--- src/pkg/tsc_consts.svh ---
// Register numbers, field positions, reset values and timing counts
// for the tile status/control register bank.
// Assumes inclusion from the package and the bank module only.
`ifndef TSC_CONSTS_SVH
`define TSC_CONSTS_SVH

// Register numbers (status-register index) and resource type byte
`define TSC_REG_FEAT_CTRL        8'h02
`define TSC_REG_BOOT_STAT        8'h03
`define TSC_REG_SEC_CFG          8'h05
`define TSC_REG_OSC_CTRL         8'h06
`define TSC_REG_OSC_TILE_CELL    8'h07
`define TSC_REG_OSC_TILE_WIRE    8'h08
`define TSC_REG_OSC_PERI_CELL    8'h09
`define TSC_REG_OSC_PERI_WIRE    8'h0A
`define TSC_REG_RAM_SIZE         8'h0C
`define TSC_RES_TYPE_BYTE        8'h0B

// Tile feature control fields
`define TSC_FC_TXD_HI            25
`define TSC_FC_TXD_LO            18
`define TSC_FC_DIV_HI            17
`define TSC_FC_DIV_LO            9
`define TSC_FC_RGMII_EN          8
`define TSC_FC_DYN_MODE          5
`define TSC_FC_CLKDIV_EN         4
`define TSC_FC_WMASK             32'h03FF_FF30
`define TSC_FC_RESET             32'h0000_0000

// Boot status fields
`define TSC_BS_PROC_HI           23
`define TSC_BS_PROC_LO           16
`define TSC_BS_OVR_MODE          8
`define TSC_BS_CORE1_OFF         5
`define TSC_BS_NO_OTP_POLL       4
`define TSC_BS_BOOT_RAM          3
`define TSC_BS_BOOT_JTAG         2
`define TSC_BS_PLL_HI            1
`define TSC_BS_PLL_LO            0

// Security configuration fields
`define TSC_SC_WR_DIS            31
`define TSC_SC_NO_GDEBUG         14
`define TSC_SC_LOCK_ALL          12
`define TSC_SC_LOCK_HI           11
`define TSC_SC_LOCK_LO           8
`define TSC_SC_OTP_REDUND        7
`define TSC_SC_OTP_BOOT          5
`define TSC_SC_NO_JTAG_CFG       4
`define TSC_SC_NO_JTAG_TAP       0
`define TSC_SC_WMASK             32'h8000_5FB1

// Oscillator control fields
`define TSC_OC_CORE_EN           1
`define TSC_OC_PERI_EN           0
`define TSC_OC_WMASK             32'h0000_0003

// RAM size reserved bits
`define TSC_RAM_WMASK            32'hFFFF_FFFC

// Oscillator stop settle time: ten core clock cycles
`define TSC_OSC_SETTLE_CYC       10

`endif

--- src/pkg/tsc_pkg.sv ---
// Types for the tile status/control register bank.
// Constants live in tsc_consts.svh.
`default_nettype none
package tsc_pkg;
    `include "tsc_consts.svh"

    typedef enum logic [1:0] {
        TSC_OSC_IDLE   = 2'b00,
        TSC_OSC_RUN    = 2'b01,
        TSC_OSC_SETTLE = 2'b11
    } tsc_osc_state_t;

    typedef logic [15:0] tsc_count_t;
endpackage
`default_nettype wire

--- src/logic/tsc_status_regs.sv ---
// Tile processor status register bank: feature control, boot status,
// security copy, ring oscillator control/counts and RAM size.
// Assumes the core issues one status-register read or write per cycle,
// with a one-cycle strobe, and OTP/strap values stable across reset.
//
// Functional notes
// - TX data delay field, resets zero
// - TX clock high at divider, low half
// - Control bit enables RGMII peripheral ports
// - Control bit enables low-power clock divider
// - Dynamic mode divides only when threads paused
// - Boot status reports 8-bit processor number
// - Boot status reports 2-bit PLL mode
// - Boot status reports boot source flags
// - Security register loaded from OTP copy
// - Top security bit blocks later writes
// - Bits disable global debug and JTAG TAP
// - Lock-all bit and per-sector OTP locks
// - OTP redundancy, OTP boot, JTAG config block
// - Four free-running oscillator counters, started/stopped
// - Core and peripheral oscillator enables reset zero
// - Four read-only 16-bit oscillator counts
// - Oscillator counts survive system reset
// - Oscillators asynchronous, usable as random source
// - Read-only RAM size, low bits zero
`timescale 1ns/100ps
`default_nettype none
`include "tsc_consts.svh"

module tsc_status_regs #(
    parameter logic [31:0] RAM_BYTES = 32'h0008_0000
) (
    // Clock and reset
    input  wire logic                clk_i,
    input  wire logic                rst_b_i,
    // Status register access from the core
    input  wire logic                ps_wr_i,
    input  wire logic                ps_rd_i,
    input  wire logic [7:0]          ps_num_i,
    input  wire logic [31:0]         ps_wdata_i,
    output logic      [31:0]         ps_rdata_o,
    output logic                     ps_rvalid_o,
    // Straps and OTP copy
    input  wire logic [7:0]          proc_num_i,
    input  wire logic [1:0]          pll_mode_pin_i,
    input  wire logic                boot_ovr_i,
    input  wire logic                core1_off_i,
    input  wire logic                no_otp_poll_i,
    input  wire logic                boot_ram_i,
    input  wire logic                boot_jtag_i,
    input  wire logic [31:0]         otp_sec_i,
    // Thread state
    input  wire logic                all_paused_i,
    // PLL-rate tick and ring oscillator ticks
    input  wire logic                pll_tick_i,
    input  wire logic [3:0]          osc_tick_i,
    // RGMII and clocking controls
    output logic                     rgmii_en_o,
    output logic                     rgmii_txc_o,
    output logic      [7:0]          rgmii_txd_delay_o,
    output logic                     clk_div_active_o,
    // Security controls
    output logic                     gdebug_dis_o,
    output logic                     jtag_tap_dis_o,
    output logic                     otp_lock_all_o,
    output logic      [3:0]          otp_sector_lock_o,
    output logic                     otp_redund_en_o,
    output logic                     otp_boot_force_o,
    output logic                     jtag_cfg_dis_o
);
    import tsc_pkg::*;

    typedef struct packed {
        logic [31:0]    feat;
        logic [31:0]    sec;
        logic [1:0]     osc_en;
        logic           loaded;
        logic [8:0]     div_cnt;
        logic           txc;
        tsc_osc_state_t osc_st;
        logic [3:0]     settle;
        logic [31:0]    rdata;
        logic           rvalid;
        logic           div_active;
    } tsc_state_t;

    tsc_state_t r;
    tsc_state_t next_r;

    // Counters kept apart, no reset
    // Power-up value only; system reset leaves them alone
    tsc_count_t osc_cnt      [4] = '{default: 16'h0000};
    tsc_count_t osc_snap     [4] = '{default: 16'h0000};

    function automatic logic [31:0] tsc_merge(input logic [31:0] old_v,
                                              input logic [31:0] new_v,
                                              input logic [31:0] mask);
        tsc_merge = (old_v & ~mask) | (new_v & mask);
    endfunction

    always_ff @(posedge clk_i) begin
        for (int i = 0; i < 4; i++) begin
            if (r.osc_en[i >= 2 ? 0 : 1] && osc_tick_i[i]) begin
                osc_cnt[i] <= osc_cnt[i] + 16'h0001;
            end
        end
    end

    // Snapshot only once stopped and settled
    always_ff @(posedge clk_i) begin
        if (r.osc_st == TSC_OSC_IDLE) begin
            for (int i = 0; i < 4; i++) begin
                osc_snap[i] <= osc_cnt[i];
            end
        end
    end

    always_comb begin
        logic [31:0] rd;
        logic [8:0]  div;
        rd     = 32'h0000_0000;
        next_r = r;
        div    = r.feat[`TSC_FC_DIV_HI:`TSC_FC_DIV_LO];

        // Load OTP copy first cycle after reset
        if (!r.loaded) begin
            next_r.sec    = otp_sec_i & `TSC_SC_WMASK;
            next_r.loaded = 1'b1;
        end

        if (ps_wr_i) begin
            case (ps_num_i)
                `TSC_REG_FEAT_CTRL: next_r.feat = tsc_merge(r.feat, ps_wdata_i, `TSC_FC_WMASK);
                `TSC_REG_SEC_CFG: begin
                    if (r.loaded && !r.sec[`TSC_SC_WR_DIS]) begin
                        next_r.sec = tsc_merge(r.sec, ps_wdata_i, `TSC_SC_WMASK);
                    end
                end
                `TSC_REG_OSC_CTRL: next_r.osc_en = ps_wdata_i[1:0];
                default: ;
            endcase
        end

        case (ps_num_i)
            `TSC_REG_FEAT_CTRL:     rd = r.feat & `TSC_FC_WMASK;
            `TSC_REG_BOOT_STAT: begin
                rd[`TSC_BS_PROC_HI:`TSC_BS_PROC_LO] = proc_num_i;
                rd[`TSC_BS_OVR_MODE]                = boot_ovr_i;
                rd[`TSC_BS_CORE1_OFF]               = core1_off_i;
                rd[`TSC_BS_NO_OTP_POLL]             = no_otp_poll_i;
                rd[`TSC_BS_BOOT_RAM]                = boot_ram_i;
                rd[`TSC_BS_BOOT_JTAG]               = boot_jtag_i;
                rd[`TSC_BS_PLL_HI:`TSC_BS_PLL_LO]   = pll_mode_pin_i;
            end
            `TSC_REG_SEC_CFG:       rd = r.sec & `TSC_SC_WMASK;
            `TSC_REG_OSC_CTRL:      rd = {30'h0000_0000, r.osc_en};
            `TSC_REG_OSC_TILE_CELL: rd = {16'h0000, osc_snap[0]};
            `TSC_REG_OSC_TILE_WIRE: rd = {16'h0000, osc_snap[1]};
            `TSC_REG_OSC_PERI_CELL: rd = {16'h0000, osc_snap[2]};
            `TSC_REG_OSC_PERI_WIRE: rd = {16'h0000, osc_snap[3]};
            `TSC_REG_RAM_SIZE:      rd = RAM_BYTES & `TSC_RAM_WMASK;
            default:                rd = 32'h0000_0000;
        endcase
        next_r.rdata  = ps_rd_i ? rd : r.rdata;
        next_r.rvalid = ps_rd_i;

        case (r.osc_st)
            TSC_OSC_IDLE: begin
                if (|r.osc_en) begin
                    next_r.osc_st = TSC_OSC_RUN;
                end
            end
            TSC_OSC_RUN: begin
                if (~|r.osc_en) begin
                    next_r.osc_st = TSC_OSC_SETTLE;
                    next_r.settle = 4'h0;
                end
            end
            TSC_OSC_SETTLE: begin
                if (|r.osc_en) begin
                    next_r.osc_st = TSC_OSC_RUN;
                end else if (r.settle == 4'(`TSC_OSC_SETTLE_CYC - 2)) begin
                    next_r.osc_st = TSC_OSC_IDLE;
                end else begin
                    next_r.settle = r.settle + 4'h1;
                end
            end
            default: next_r.osc_st = TSC_OSC_IDLE;
        endcase

        if (pll_tick_i) begin
            next_r.div_cnt = (r.div_cnt >= div) ? 9'h000 : r.div_cnt + 9'h001;
            if (r.div_cnt == div) begin
                next_r.txc = 1'b1;
            end else if (r.div_cnt == (div >> 1)) begin
                next_r.txc = 1'b0;
            end
        end

        next_r.div_active = r.feat[`TSC_FC_CLKDIV_EN] &&
                            (!r.feat[`TSC_FC_DYN_MODE] || all_paused_i);

        if (!rst_b_i) begin
            next_r = '0;
        end
    end

    always_ff @(posedge clk_i) begin
        r <= next_r;
    end

    assign ps_rdata_o        = r.rdata;
    assign ps_rvalid_o       = r.rvalid;
    assign rgmii_en_o        = r.feat[`TSC_FC_RGMII_EN];
    assign rgmii_txc_o       = r.txc;
    assign rgmii_txd_delay_o = r.feat[`TSC_FC_TXD_HI:`TSC_FC_TXD_LO];
    assign clk_div_active_o  = r.div_active;
    assign gdebug_dis_o      = r.sec[`TSC_SC_NO_GDEBUG];
    assign jtag_tap_dis_o    = r.sec[`TSC_SC_NO_JTAG_TAP];
    assign otp_lock_all_o    = r.sec[`TSC_SC_LOCK_ALL];
    assign otp_sector_lock_o = r.sec[`TSC_SC_LOCK_HI:`TSC_SC_LOCK_LO];
    assign otp_redund_en_o   = r.sec[`TSC_SC_OTP_REDUND];
    assign otp_boot_force_o  = r.sec[`TSC_SC_OTP_BOOT];
    assign jtag_cfg_dis_o    = r.sec[`TSC_SC_NO_JTAG_CFG];

endmodule // tsc_status_regs
`default_nettype wire

--- config.mk ---
export PLATFORM = sky130hd
export DESIGN_NAME = tsc_status_regs
export DESIGN_NICKNAME = d
export VERILOG_FILES = /design/src/pkg/tsc_pkg.sv /design/src/logic/tsc_status_regs.sv
export VERILOG_INCLUDE_DIRS = /design/src /design/src/pkg
export SDC_FILE = /design/constraint.sdc
export NUM_CORES = 1
export LEC_CHECK = 0
export ABC_AREA = 1
export BUFFER_PORTS_ARGS = -buffer_cell sky130_fd_sc_hd__buf_2
export CELL_PAD_IN_SITES_DETAIL_PLACEMENT = 1
export CELL_PAD_IN_SITES_GLOBAL_PLACEMENT = 2
export CORE_MARGIN = 4
export CORE_UTILIZATION = 38
export DETAILED_ROUTE_END_ITERATION = 12
export GPL_TIMING_DRIVEN = 0
export PLACE_DENSITY_LB_ADDON = 0.1
export RECOVER_POWER = 25
export SLEW_MARGIN = 20
export SYNTH_ARGS = -nofsm -noshare
export SYNTH_HDL_FRONTEND = slang
export SYNTH_SLANG_ARGS = --single-unit
--- constraint.sdc ---
create_clock -name clk_i -period 5.6 [get_ports clk_i]
set_clock_uncertainty 0.15 [all_clocks]
set_input_delay 0.56 -clock clk_i [delete_from_list [all_inputs] [get_ports clk_i]]
set_output_delay 0.56 -clock clk_i [all_outputs]
set_load 0.005 [all_outputs]
==> run metrics, run 1 <==
Min-Delay Path Depth 1; Yosys top cell area share 39.0%; top post-synthesis cells by area edfxtp_1 39%, dfxtp_1 16%, nand2_1 7.2%, nand3_1 5.0%, xor2_1 4.1%; most frequent cell after synthesis nand2_1; cell taking the most area after synthesis edfxtp_1; CTS tree yes; Die Area about 29000 um2; Pwr Density 296 nW/um2; Setup-failing EPs final 0; Initial Util 38.9%; Cells after Synth around 1000; Final Hold Viols 0; hold crit path type in -> reg; Die W 169 um; period utilization 37.1%; Worst Path Arrival 2190 ps; kind of critical path reg -> reg; Fill cells between 2000 and 3000; final-report max-slew violation count 0; Netlist cell types 37; Primary FF master, synth edfxtp_1; CTS sink count 207; Mean Syn Cell Area 9.51 um2; GR Overflow Total 0; total CTS buffers 25; wire per inst 18.9 um; Die Ht about 170 um; min cycle time layout between 2000 and 2500 ps; largest net degree at the start of global routing 30; H-tree Lvls 1; DR vias about 7400; slowest stage delay, CP 450 ps; Max Freq roughly 0.48 GHz; Nets 1295; number of global-route vias before repair 7843; clk buf depth 3; remaining antenna violation count after routing 0; CTS root buf clkbuf_16; number of vias per cell 4.82; crit path launch type register; initial DRC count 383; commonest cells in the netlist 189 x nand2_1, 128 x edfxtp_1, 98 x inv_1, 98 x nand3_1, 90 x nor2_1; #FFs+latches synth 207; GPL Wtd Cong 0.843; global-route wire length before repair 44.7 mm; Critical Path Sink Type register; hold buffer count at cts 0; drt pass-1 iters 4; clock latency on the worst-skew pair 530 ps; Crit Path Max Fanout 4; row count 58; Synth Cell Area 9850 um2; I/O Buffers between 100 and 150; Detailed Place HPWL 22.1 mm; IO Pins 151; cell leakage power 5.17 nW; Clock transition at path regs 60 ps; wirelength, routed between 20 and 30 mm; run status finished clean; Core Footprint roughly 25000 um2; number of synthesized flops with an enable pin 128; P&R area growth vs syn 19.5%; Post-synth ARST share 0%; Post-Route Setup TNS 0 ps; VDD IR-drop max around 0.21 mV; worst-margin pin slew 930 ps; MaxCap Viol Count 0; sequential area share after synthesis 55.1%; Final Total Pwr 0.00348 W; # Post-CTS Setup Buffers 0; CP required between 5000 and 6000 ps; worst-path cell chain ha_1 -> nand3_1 -> nor3_1 -> nand3_1 -> nor2_1 -> xor2_1; most used cell along the critical path nand3_1; Ys Warns 0; RSZ-0062 raised after global routing no; fraction of layout cells with a size suffix above 1 a little over a fifth; FF-to-FF path depth 6; initial antenna violation count 0; global-route usage over all layers slightly above 20%; post-CTS sizing 0; Remaining DRCs 0; Worst path slowest cell nor3_1; Finished Core Util 46.4%; relative slew slack between 30 and 40%
## where the power goes
part	switching, W	leakage (nW)	internal, W
clock network	0.000643	0.428	0.00108
logic	0.0000843	2.85	0.0000578
registers	0.00000991	1.89	0.00161
## flip-flops by register name, summed over array words and instances (netlist names)
signal	cells
otp_redund_en_o	1
rgmii_en_o	1
ps_rdata_o	27
r	30
osc_cnt	64
osc_snap	64
clk_div_active_o	1
rgmii_txc_o	1
otp_lock_all_o	1
rgmii_txd_delay_o	8
jtag_tap_dis_o	1
otp_sector_lock_o	4
jtag_cfg_dis_o	1
gdebug_dis_o	1
otp_boot_force_o	1
ps_rvalid_o	1
## placed cells by master, fill, tap and decap left out, types with 3 or more instances in the layout
master,count
a21oi_1,62
buf_2,118
buf_4,53
buf_6,7
bufinv_16,5
clkbuf_1,14
clkbuf_16,25
clkinv_1,5
clkinv_2,4
conb_1,5
dfxtp_1,79
edfxtp_1,128
ha_1,16
inv_1,98
inv_2,5
mux2_2,10
nand2_1,189
nand2_2,4
nand2_4,4
nand3_1,98
nand3_2,4
nand3b_1,3
nand4_1,18
nor2_1,90
nor2_2,4
nor2_4,7
nor3_1,16
o21ai_0,37
o21ai_1,10
xnor2_1,19
xor2_1,46
## final timing paths
| check | from | end | slack (ps) |
|---|---|---|---|
| min reg2reg | ps_rdata_o[18]$_SDFFE_PN0P_ | ps_rdata_o[18]$_SDFFE_PN0P_ | 310 |
| min | rst_b_i | r[50]$_DFF_P_ | 70 |
| max reg2reg | osc_cnt[3][0]$_DFFE_PP_ | osc_cnt[3][10]$_DFFE_PP_ | 3520 |
| max | osc_cnt[3][0]$_DFFE_PP_ | osc_cnt[3][10]$_DFFE_PP_ | 3520 |
## through the flow
stage	area, um2	worst slack, ps	hold WS, ps	std cells
finish	11800	3520	74.9	1533
global placement	10800	808	305	1483
floorplan	9860	1930	272	1039
detailed placement	10900	3380	307	1485
CTS	11800	3500	22.1	1531
global route	11800	3290	76.8	1531
## cell type report
cell class / count / area, um2 / area share (%)
inverters: 104 / 390 / 3.32
diodes: 2 / 5.00 / 0.0425
multi-input cells: 652 / 3500 / 29.8
repair buffers: 116 / 609 / 5.18
plain buffers: 76 / 543 / 4.62
well taps: 330 / 413 / 3.51
clock buffers: 30 / 664 / 5.65
flip-flops and latches: 207 / 5430 / 46.1
clock inverters: 16 / 210 / 1.79
## kinds of logic after synthesis
group | Yosys count | synth area share, %
XOR/XNOR | 65 | 5.78
adder cells (fa/ha/maj) | 16 | 2.03
buffers and inverters | 180 | 9.48
other | 1 | 0.0381
AND/OR/NAND/NOR | 442 | 20.5
flip-flops | 207 | 55.1
AO/OA/AOI/OAI | 114 | 5.88
multiplexers | 10 | 1.14
## critical path, delay by kind of cell, from the launching register on
| family | cells | cell delay [ps] |
|---|---|---|
| flip-flops | 1 | 400 |
| AND/OR/NAND/NOR | 4 | 980 |
| adder cells (fa/ha/maj) | 1 | 210 |
| XOR/XNOR | 1 | 80 |
## layer usage
metal  global-route usage (%)  part of all wire [%]
met2                     34.5                    47
met3                     2.62                   4.4
met4                     5.43                   2.7
met1                     27.0                    46
met5                        0                     0
Note: power is estimated with default switching activity, not from simulation.
==> inputs of run 2 (changes only) <==
Settings changed: CORE_UTILIZATION 38 to 32.
Clock period 5.6 ns to 1.7 ns, I/O delays scaled along.
==> run metrics, run 2 (synthesis results as in run 1) <==
Die Area 33600 um2 (+18%); most frequent cells in the layout 171 x nand2_1, 128 x edfxtp_1, 118 x buf_2; fraction of layout cells with a size suffix above 1 32.9% (+11 points); global-route wire length before repair 47.8 mm (+6.8%); Largest regs osc_cnt (64), osc_snap (64), r (30); Clock transition at path regs 60 ps (about the same); Critical Path Sink Type register; global-route usage over all layers 18.2% (-1.9 points); drt pass-1 iters 4 (unchanged); I/O Buffers 114 (unchanged); clock latency on the worst-skew pair 520 ps (about the same); remaining antenna violation count after routing 0 (unchanged); commonest non-fill, non-tap cell in the layout nand2_1; wirelength, routed 31.6 mm (+9.3%); Worst Path Arrival 1910 ps (-280 ps); CTS sink count 207 (unchanged); Sw Share 21.8% (+0.65 points); CP required 1820 ps (-3890 ps); CTS tree yes; relative slew slack 55.6% (+18 points); Final Hold Viols 0 (unchanged); Max Freq 0.558 GHz (+16%); P_sw 0.00244 W (+230%); period utilization 105% (+68 points); initial antenna violation count 0 (unchanged); clk buf depth 3 (unchanged); H-tree Lvls 1 (unchanged); Die W 183 um (+8.5%); DR vias 7859 (+6.3%); most used cell along the critical path nor2_4; largest net degree at the start of global routing 30 (unchanged); VDD IR-drop max 0.510 mV (+140%); RSZ-0062 raised after global routing yes; Worst path slowest cell edfxtp_1; Buf/Inv on CP 0 (unchanged); worst-path cell chain ha_2 -> nand2_2 -> nor2_4 -> nand3_4 -> nor2_4 -> nand3_4 -> nor2_4 -> nand3_2 -> nand2_1 -> nand2_1; Post-Route Setup TNS -180 ps (-180 ps); IO Pins 151 (unchanged); number of vias per cell 4.60 (-4.5%); total CTS buffers 25 (unchanged); slowest stage delay, CP 380 ps (-70 ps); failing checks setup timing; P&R area growth vs syn 34.9%; Crit Path Max Fanout 3 (-1); initial DRC count 305 (-20%); hold crit path type in -> reg; row count 63 (+8.6%); crit path launch type register; min cycle time layout 1790 ps (-289 ps); Nets 1412 (+9.0%); final-report max-slew violation count 0 (unchanged); Die Ht 183 um (+8.5%); kind of critical path reg -> reg; Comb pwr share 5.2% (+1.1 points); Initial Util 32.8% (-6.1 points); Pwr Density 841 nW/um2 (+180%); number of global-route vias before repair 8117 (+3.5%); Top delay family on crit path simple AND/OR/NAND/NOR gates; fin cells 1707 (+11%); cell leakage power 5.70 nW (+10%); Remaining DRCs 0 (unchanged); GR Overflow Total 0 (unchanged); MaxCap Viol Count 0 (unchanged); wire per inst 18.5 um (-1.9%); # diodes 0 (-2); WHS 26.6 ps (-48.3 ps); Reg power frac 47.8% (+1.2 points); Pint 0.00874 W (+220%); Final Total Pwr 0.0112 W (+220%); worst-margin pin slew 667 ps (-263 ps); Final Worst Setup Slack -91.1 ps (-3610 ps); Core Footprint 30000 um2 (+19%); clock power share 47.1% (-2.2 points); CTS root buf clkbuf_16; Detailed Place HPWL 22.8 mm (+3.4%); run status finished with violations; Setup-failing EPs final 5 (+5); DP Cell Count 1545 (+4.0%); GPL Wtd Cong 0.797 (-5.5%)
run 2: cell types whose count changed in the layout (fill, tap and decap cells not counted), moves of 11 or more:
cell	previous run	this run
dfxtp_2	0	15
nand2_2	4	18
nor2_1	90	69
ha_1	16	5
dfxtp_1	79	58
nand2_1	189	171
buf_4	53	117
nor2_4	7	19
inv_1	98	84
dlygate4sd3_1	0	49
nand3_1	98	87
run 2: what timing repair did:
item | 4_1_cts | 5_1_grt
setup endpoints to repair | 42 | 52
hold endpoints to repair | 57 | 0
resized for setup | 71 | 65
pin swaps | 21 | 42
buffers inserted | 39 | 31
hold buffers | 49 | 0
run 2: routing by layer:
metal / GRT usage, % / share of wire, %
met1: 24.7 / 45
met2: 31.1 / 48
met3: 2.49 / 4.0
met4: 4.14 / 2.3
met5: 0 / 0
run 2: area by class of cell:
| cell class | instances | area, um2 |
|---|---|---|
| tap | 390 | 488 |
| clock inverter | 8 | 70.1 |
| timing repair buffer | 233 | 1610 |
| fill | 3417 | 16700 |
| multi-input combinational | 652 | 3950 |
| clock buffer | 37 | 742 |
| buffer | 76 | 546 |
| inverter | 104 | 417 |
| sequential | 207 | 5470 |
run 2: path summary, 6_finish.rpt:
kind,to,depth (start not counted),slack (ps),start
min,ps_rdata_o[8]$_SDFFE_PN0P_,7,30,boot_ovr_i
max reg2reg,osc_cnt[2][14]$_DFFE_PP_,10,-90,osc_cnt[2][0]$_DFFE_PP_
min reg2reg,ps_rdata_o[2]$_SDFFE_PN0P_,2,310,ps_rdata_o[2]$_SDFFE_PN0P_
max,osc_cnt[2][14]$_DFFE_PP_,10,-90,osc_cnt[2][0]$_DFFE_PP_
run 2: through the flow:
stage / setup slack, ps / area (um2) / utilization, %
2_1_floorplan: -158 / 9890 / -
3_3_place_gp: -558 / 11000 / 36.5
3_5_place_dp: -343 / 11000 / 36.6
4_1_cts: -126 / 12900 / 42.8
5_1_grt: -193 / 13300 / 44.2
6_report: -91.1 / 13300 / 44.2
run 2: tightest hold or removal path: cells and delay by family:
| family | cells | cell delay [ps] |
|---|---|---|
| buffers and inverters | 2 | 160 |
| and+or+nand+nor | 5 | 330 |
run 2: power groups by stage:
stage	logic, W	clock network (W)	registers (W)
3_3_place_gp	0.000468	0	0.00546
3_5_place_dp	0.000473	0	0.00546
6_report	0.000579	0.00526	0.00534
5_1_grt	0.000639	0.00563	0.00534
2_1_floorplan	0.000258	0	0.00544
4_1_cts	0.000574	0.00543	0.00535
==> inputs of run 3 (changes only) <==
Settings changed: BUFFER_PORTS_ARGS -buffer_cell sky130_fd_sc_hd__buf_2 to -buffer_cell sky130_fd_sc_hd__buf_4.
==> run metrics, run 3 (synthesis results as in run 1) <==
run status finished with violations; failing checks setup timing; Detailed Place HPWL 23.0 mm (+0.76%); Setup-failing EPs final 38 (+33); number of vias per cell 4.64 (+0.74%); remaining antenna violation count after routing 0 (unchanged); IO Pins 151 (unchanged); hold crit path type in -> reg; worst reg2reg startpoint osc_cnt[2][0]$_DFFE_PP_; H-tree Lvls 1 (unchanged); fin area 13600 um2 (+2.0%); reg2reg end osc_cnt[2][14]$_DFFE_PP_; Die Area 33600 um2 (unchanged); MaxCap Viol Count 0 (unchanged); uppermost layer routed met4; CP required 1830 ps (about the same); Crit Path Max Fanout 3 (unchanged); Die Ht 183 um (unchanged); VDD IR-drop max 0.522 mV (+2.5%); kind of critical path reg -> reg; initial antenna violation count 0 (unchanged); wirelength, routed 31.6 mm (-0.10%); commonest non-fill, non-tap cell in the layout buf_4; Pwr Density 825 nW/um2 (-1.9%); GR Overflow Total 0 (unchanged); total CTS buffers 25 (unchanged); final-report max-slew violation count 0 (unchanged); Worst Path Arrival 1950 ps (+40 ps); Nets 1409 (-0.21%); Buf/Inv on CP 0 (unchanged); GPL Wtd Cong 0.808 (+1.4%); Remaining DRCs 0 (unchanged); most used cell along the critical path nor2_4; CTS root buf clkbuf_16; Clock transition at path regs 60 ps (about the same); worst-path cell chain ha_2 -> nand2_2 -> nor2_4 -> nand3_2 -> nor2_4 -> nand3_4 -> nor2_4 -> nand3_2 -> nand2_2 -> nand2_1; Core Footprint 30000 um2 (unchanged); Worst path slowest cell edfxtp_1; Largest regs osc_cnt (64), osc_snap (64), r (30); relative slew slack 47.8% (-7.8 points); wire per inst 18.5 um (about the same); largest net degree at the start of global routing 30 (unchanged); Min-Delay Path Depth 7 (unchanged); slowest stage delay, CP 380 ps (about the same); drt pass-1 iters 5 (+1); Final Hold Viols 0 (unchanged); Top delay family on crit path simple AND/OR/NAND/NOR gates; clk buf depth 3 (unchanged); P&R area growth vs syn 37.7%; CTS tree yes; global-route usage over all layers 18.2% (about the same); met3 WL post-DR 1.11 mm (-12%); post-placement cell area 11300 um2 (+2.7%); most frequent cells in the layout 209 x buf_4, 173 x nand2_1, 128 x edfxtp_1; period utilization 107% (+1.5 points); worst-margin pin slew 784 ps (+117 ps); Fill cells 3404 (-0.38%); R2R setup slack -120 ps (-30 ps); Critical Path Sink Type register; FF-to-FF path depth 10 (unchanged); number of global-route vias before repair 8171 (+0.67%); Final Worst Setup Slack -117 ps (-25.6 ps); DR vias 7908 (+0.62%); # diodes 0 (unchanged); RSZ-0062 raised after global routing yes; Die W 183 um (unchanged); Max Freq 0.550 GHz (-1.4%); I/O Buffers 114 (unchanged); global-route wire length before repair 47.7 mm (-0.10%); hold path startpoint pll_mode_pin_i[1]; cell leakage power 5.75 nW (+0.75%); M1 WL 14.4 mm (+0.81%); DP Cell Count 1545 (unchanged); Finished Core Util 45.1% (+0.90 points); fin cells 1705 (-0.12%); clock latency on the worst-skew pair 530 ps (about the same); crit path launch type register; Initial Util 32.8% (unchanged); initial DRC count 330 (+8.2%); Min-Delay Endpoint ps_rdata_o[1]$_SDFFE_PN0P_; CTS sink count 207 (unchanged); WL met2 15.5 mm (+1.0%); row count 63 (unchanged); min cycle time layout 1820 ps (+25.6 ps); fraction of layout cells with a size suffix above 1 32.0% (-0.86 points)
run 3: cell types whose count changed in the layout (fill, tap and decap cells not counted), moves of 3 or more:
cell      previous run  this run
clkbuf_4             1         7
clkbuf_1            17        24
buf_4              117       209
inv_2               12         8
nand2_2             18        15
dfxtp_1             58        61
buf_2              118         6
nor2_2              13        18
nor2_1              69        63
buf_6                8        11
run 3: worst max-delay path by stage:
stage / from / end / slack, ps / depth (start not counted)
2_1_floorplan: r[39]$_SDFFE_PN0P_ / osc_snap[0][0]$_DFFE_PN_ / -160 / 1
3_3_place_gp: r[39]$_SDFFE_PN0P_ / osc_snap[0][11]$_DFFE_PN_ / -590 / 1
3_5_place_dp: r[100]$_SDFFE_PN0P_ / r[43]$_SDFFE_PN0P_ / -350 / 9
4_1_cts: osc_cnt[2][0]$_DFFE_PP_ / osc_cnt[2][14]$_DFFE_PP_ / -140 / 10
5_1_grt: osc_cnt[2][0]$_DFFE_PP_ / osc_cnt[2][14]$_DFFE_PP_ / -280 / 10
6_report: osc_cnt[2][0]$_DFFE_PP_ / osc_cnt[2][14]$_DFFE_PP_ / -120 / 10
run 3: layer usage:
layer / global-route usage, % / vias to the layer above
met5: 0 / -
met4: 3.78 / 0
met3: 2.43 / 32
met2: 31.7 / 137
met1: 24.4 / 3805
li1: - / 3934
run 3: layout make-up:
cell class	count	area [um2]	area share [%]
plain buffers	76	557	4.11
clock buffers	38	726	5.35
clock inverters	8	65.1	0.480
inverters	104	425	3.14
multi-input cells	652	3980	29.3
flip-flops and latches	207	5460	40.3
well taps	390	488	3.60
repair buffers	230	1860	13.8
run 3: worst reg2reg max path: cells and delay by family (launching register included):
kind | cells | cell delay [ps]
adder cells (fa/ha/maj) | 1 | 200
flip-flops | 1 | 380
AND/OR/NAND/NOR | 9 | 850
run 3: metrics by stage:
step | TNS [ps] | setup WS, ps | hold WS [ps] | total power, W
2_1_floorplan | -10160 | -158 | 47.7 | 0.00570
3_3_place_gp | -42950 | -590 | 152 | 0.00598
3_5_place_dp | -7780 | -353 | 152 | 0.00599
4_1_cts | -339 | -136 | 13.0 | 0.0113
5_1_grt | -7990 | -282 | 39.6 | 0.0116
6_report | -2530 | -117 | 17.4 | 0.0112
run 3: where the power goes:
| part | switching (W) | internal, W |
|---|---|---|
| clock | 0.00211 | 0.00308 |
| sequential | 0.0000323 | 0.00531 |
| combinational | 0.000313 | 0.000334 |
| total | 0.00246 | 0.00873 |
run 3: repair_timing:
action | CTS | global route
setup buffers | 30 | 34
hold buffers | 51 | 0
pin swaps | 12 | 38
endpoints found under the setup margin | 78 | 70
endpoints found under the hold margin | 58 | 0
cloned | 0 | 1
gates resized for setup | 61 | 87
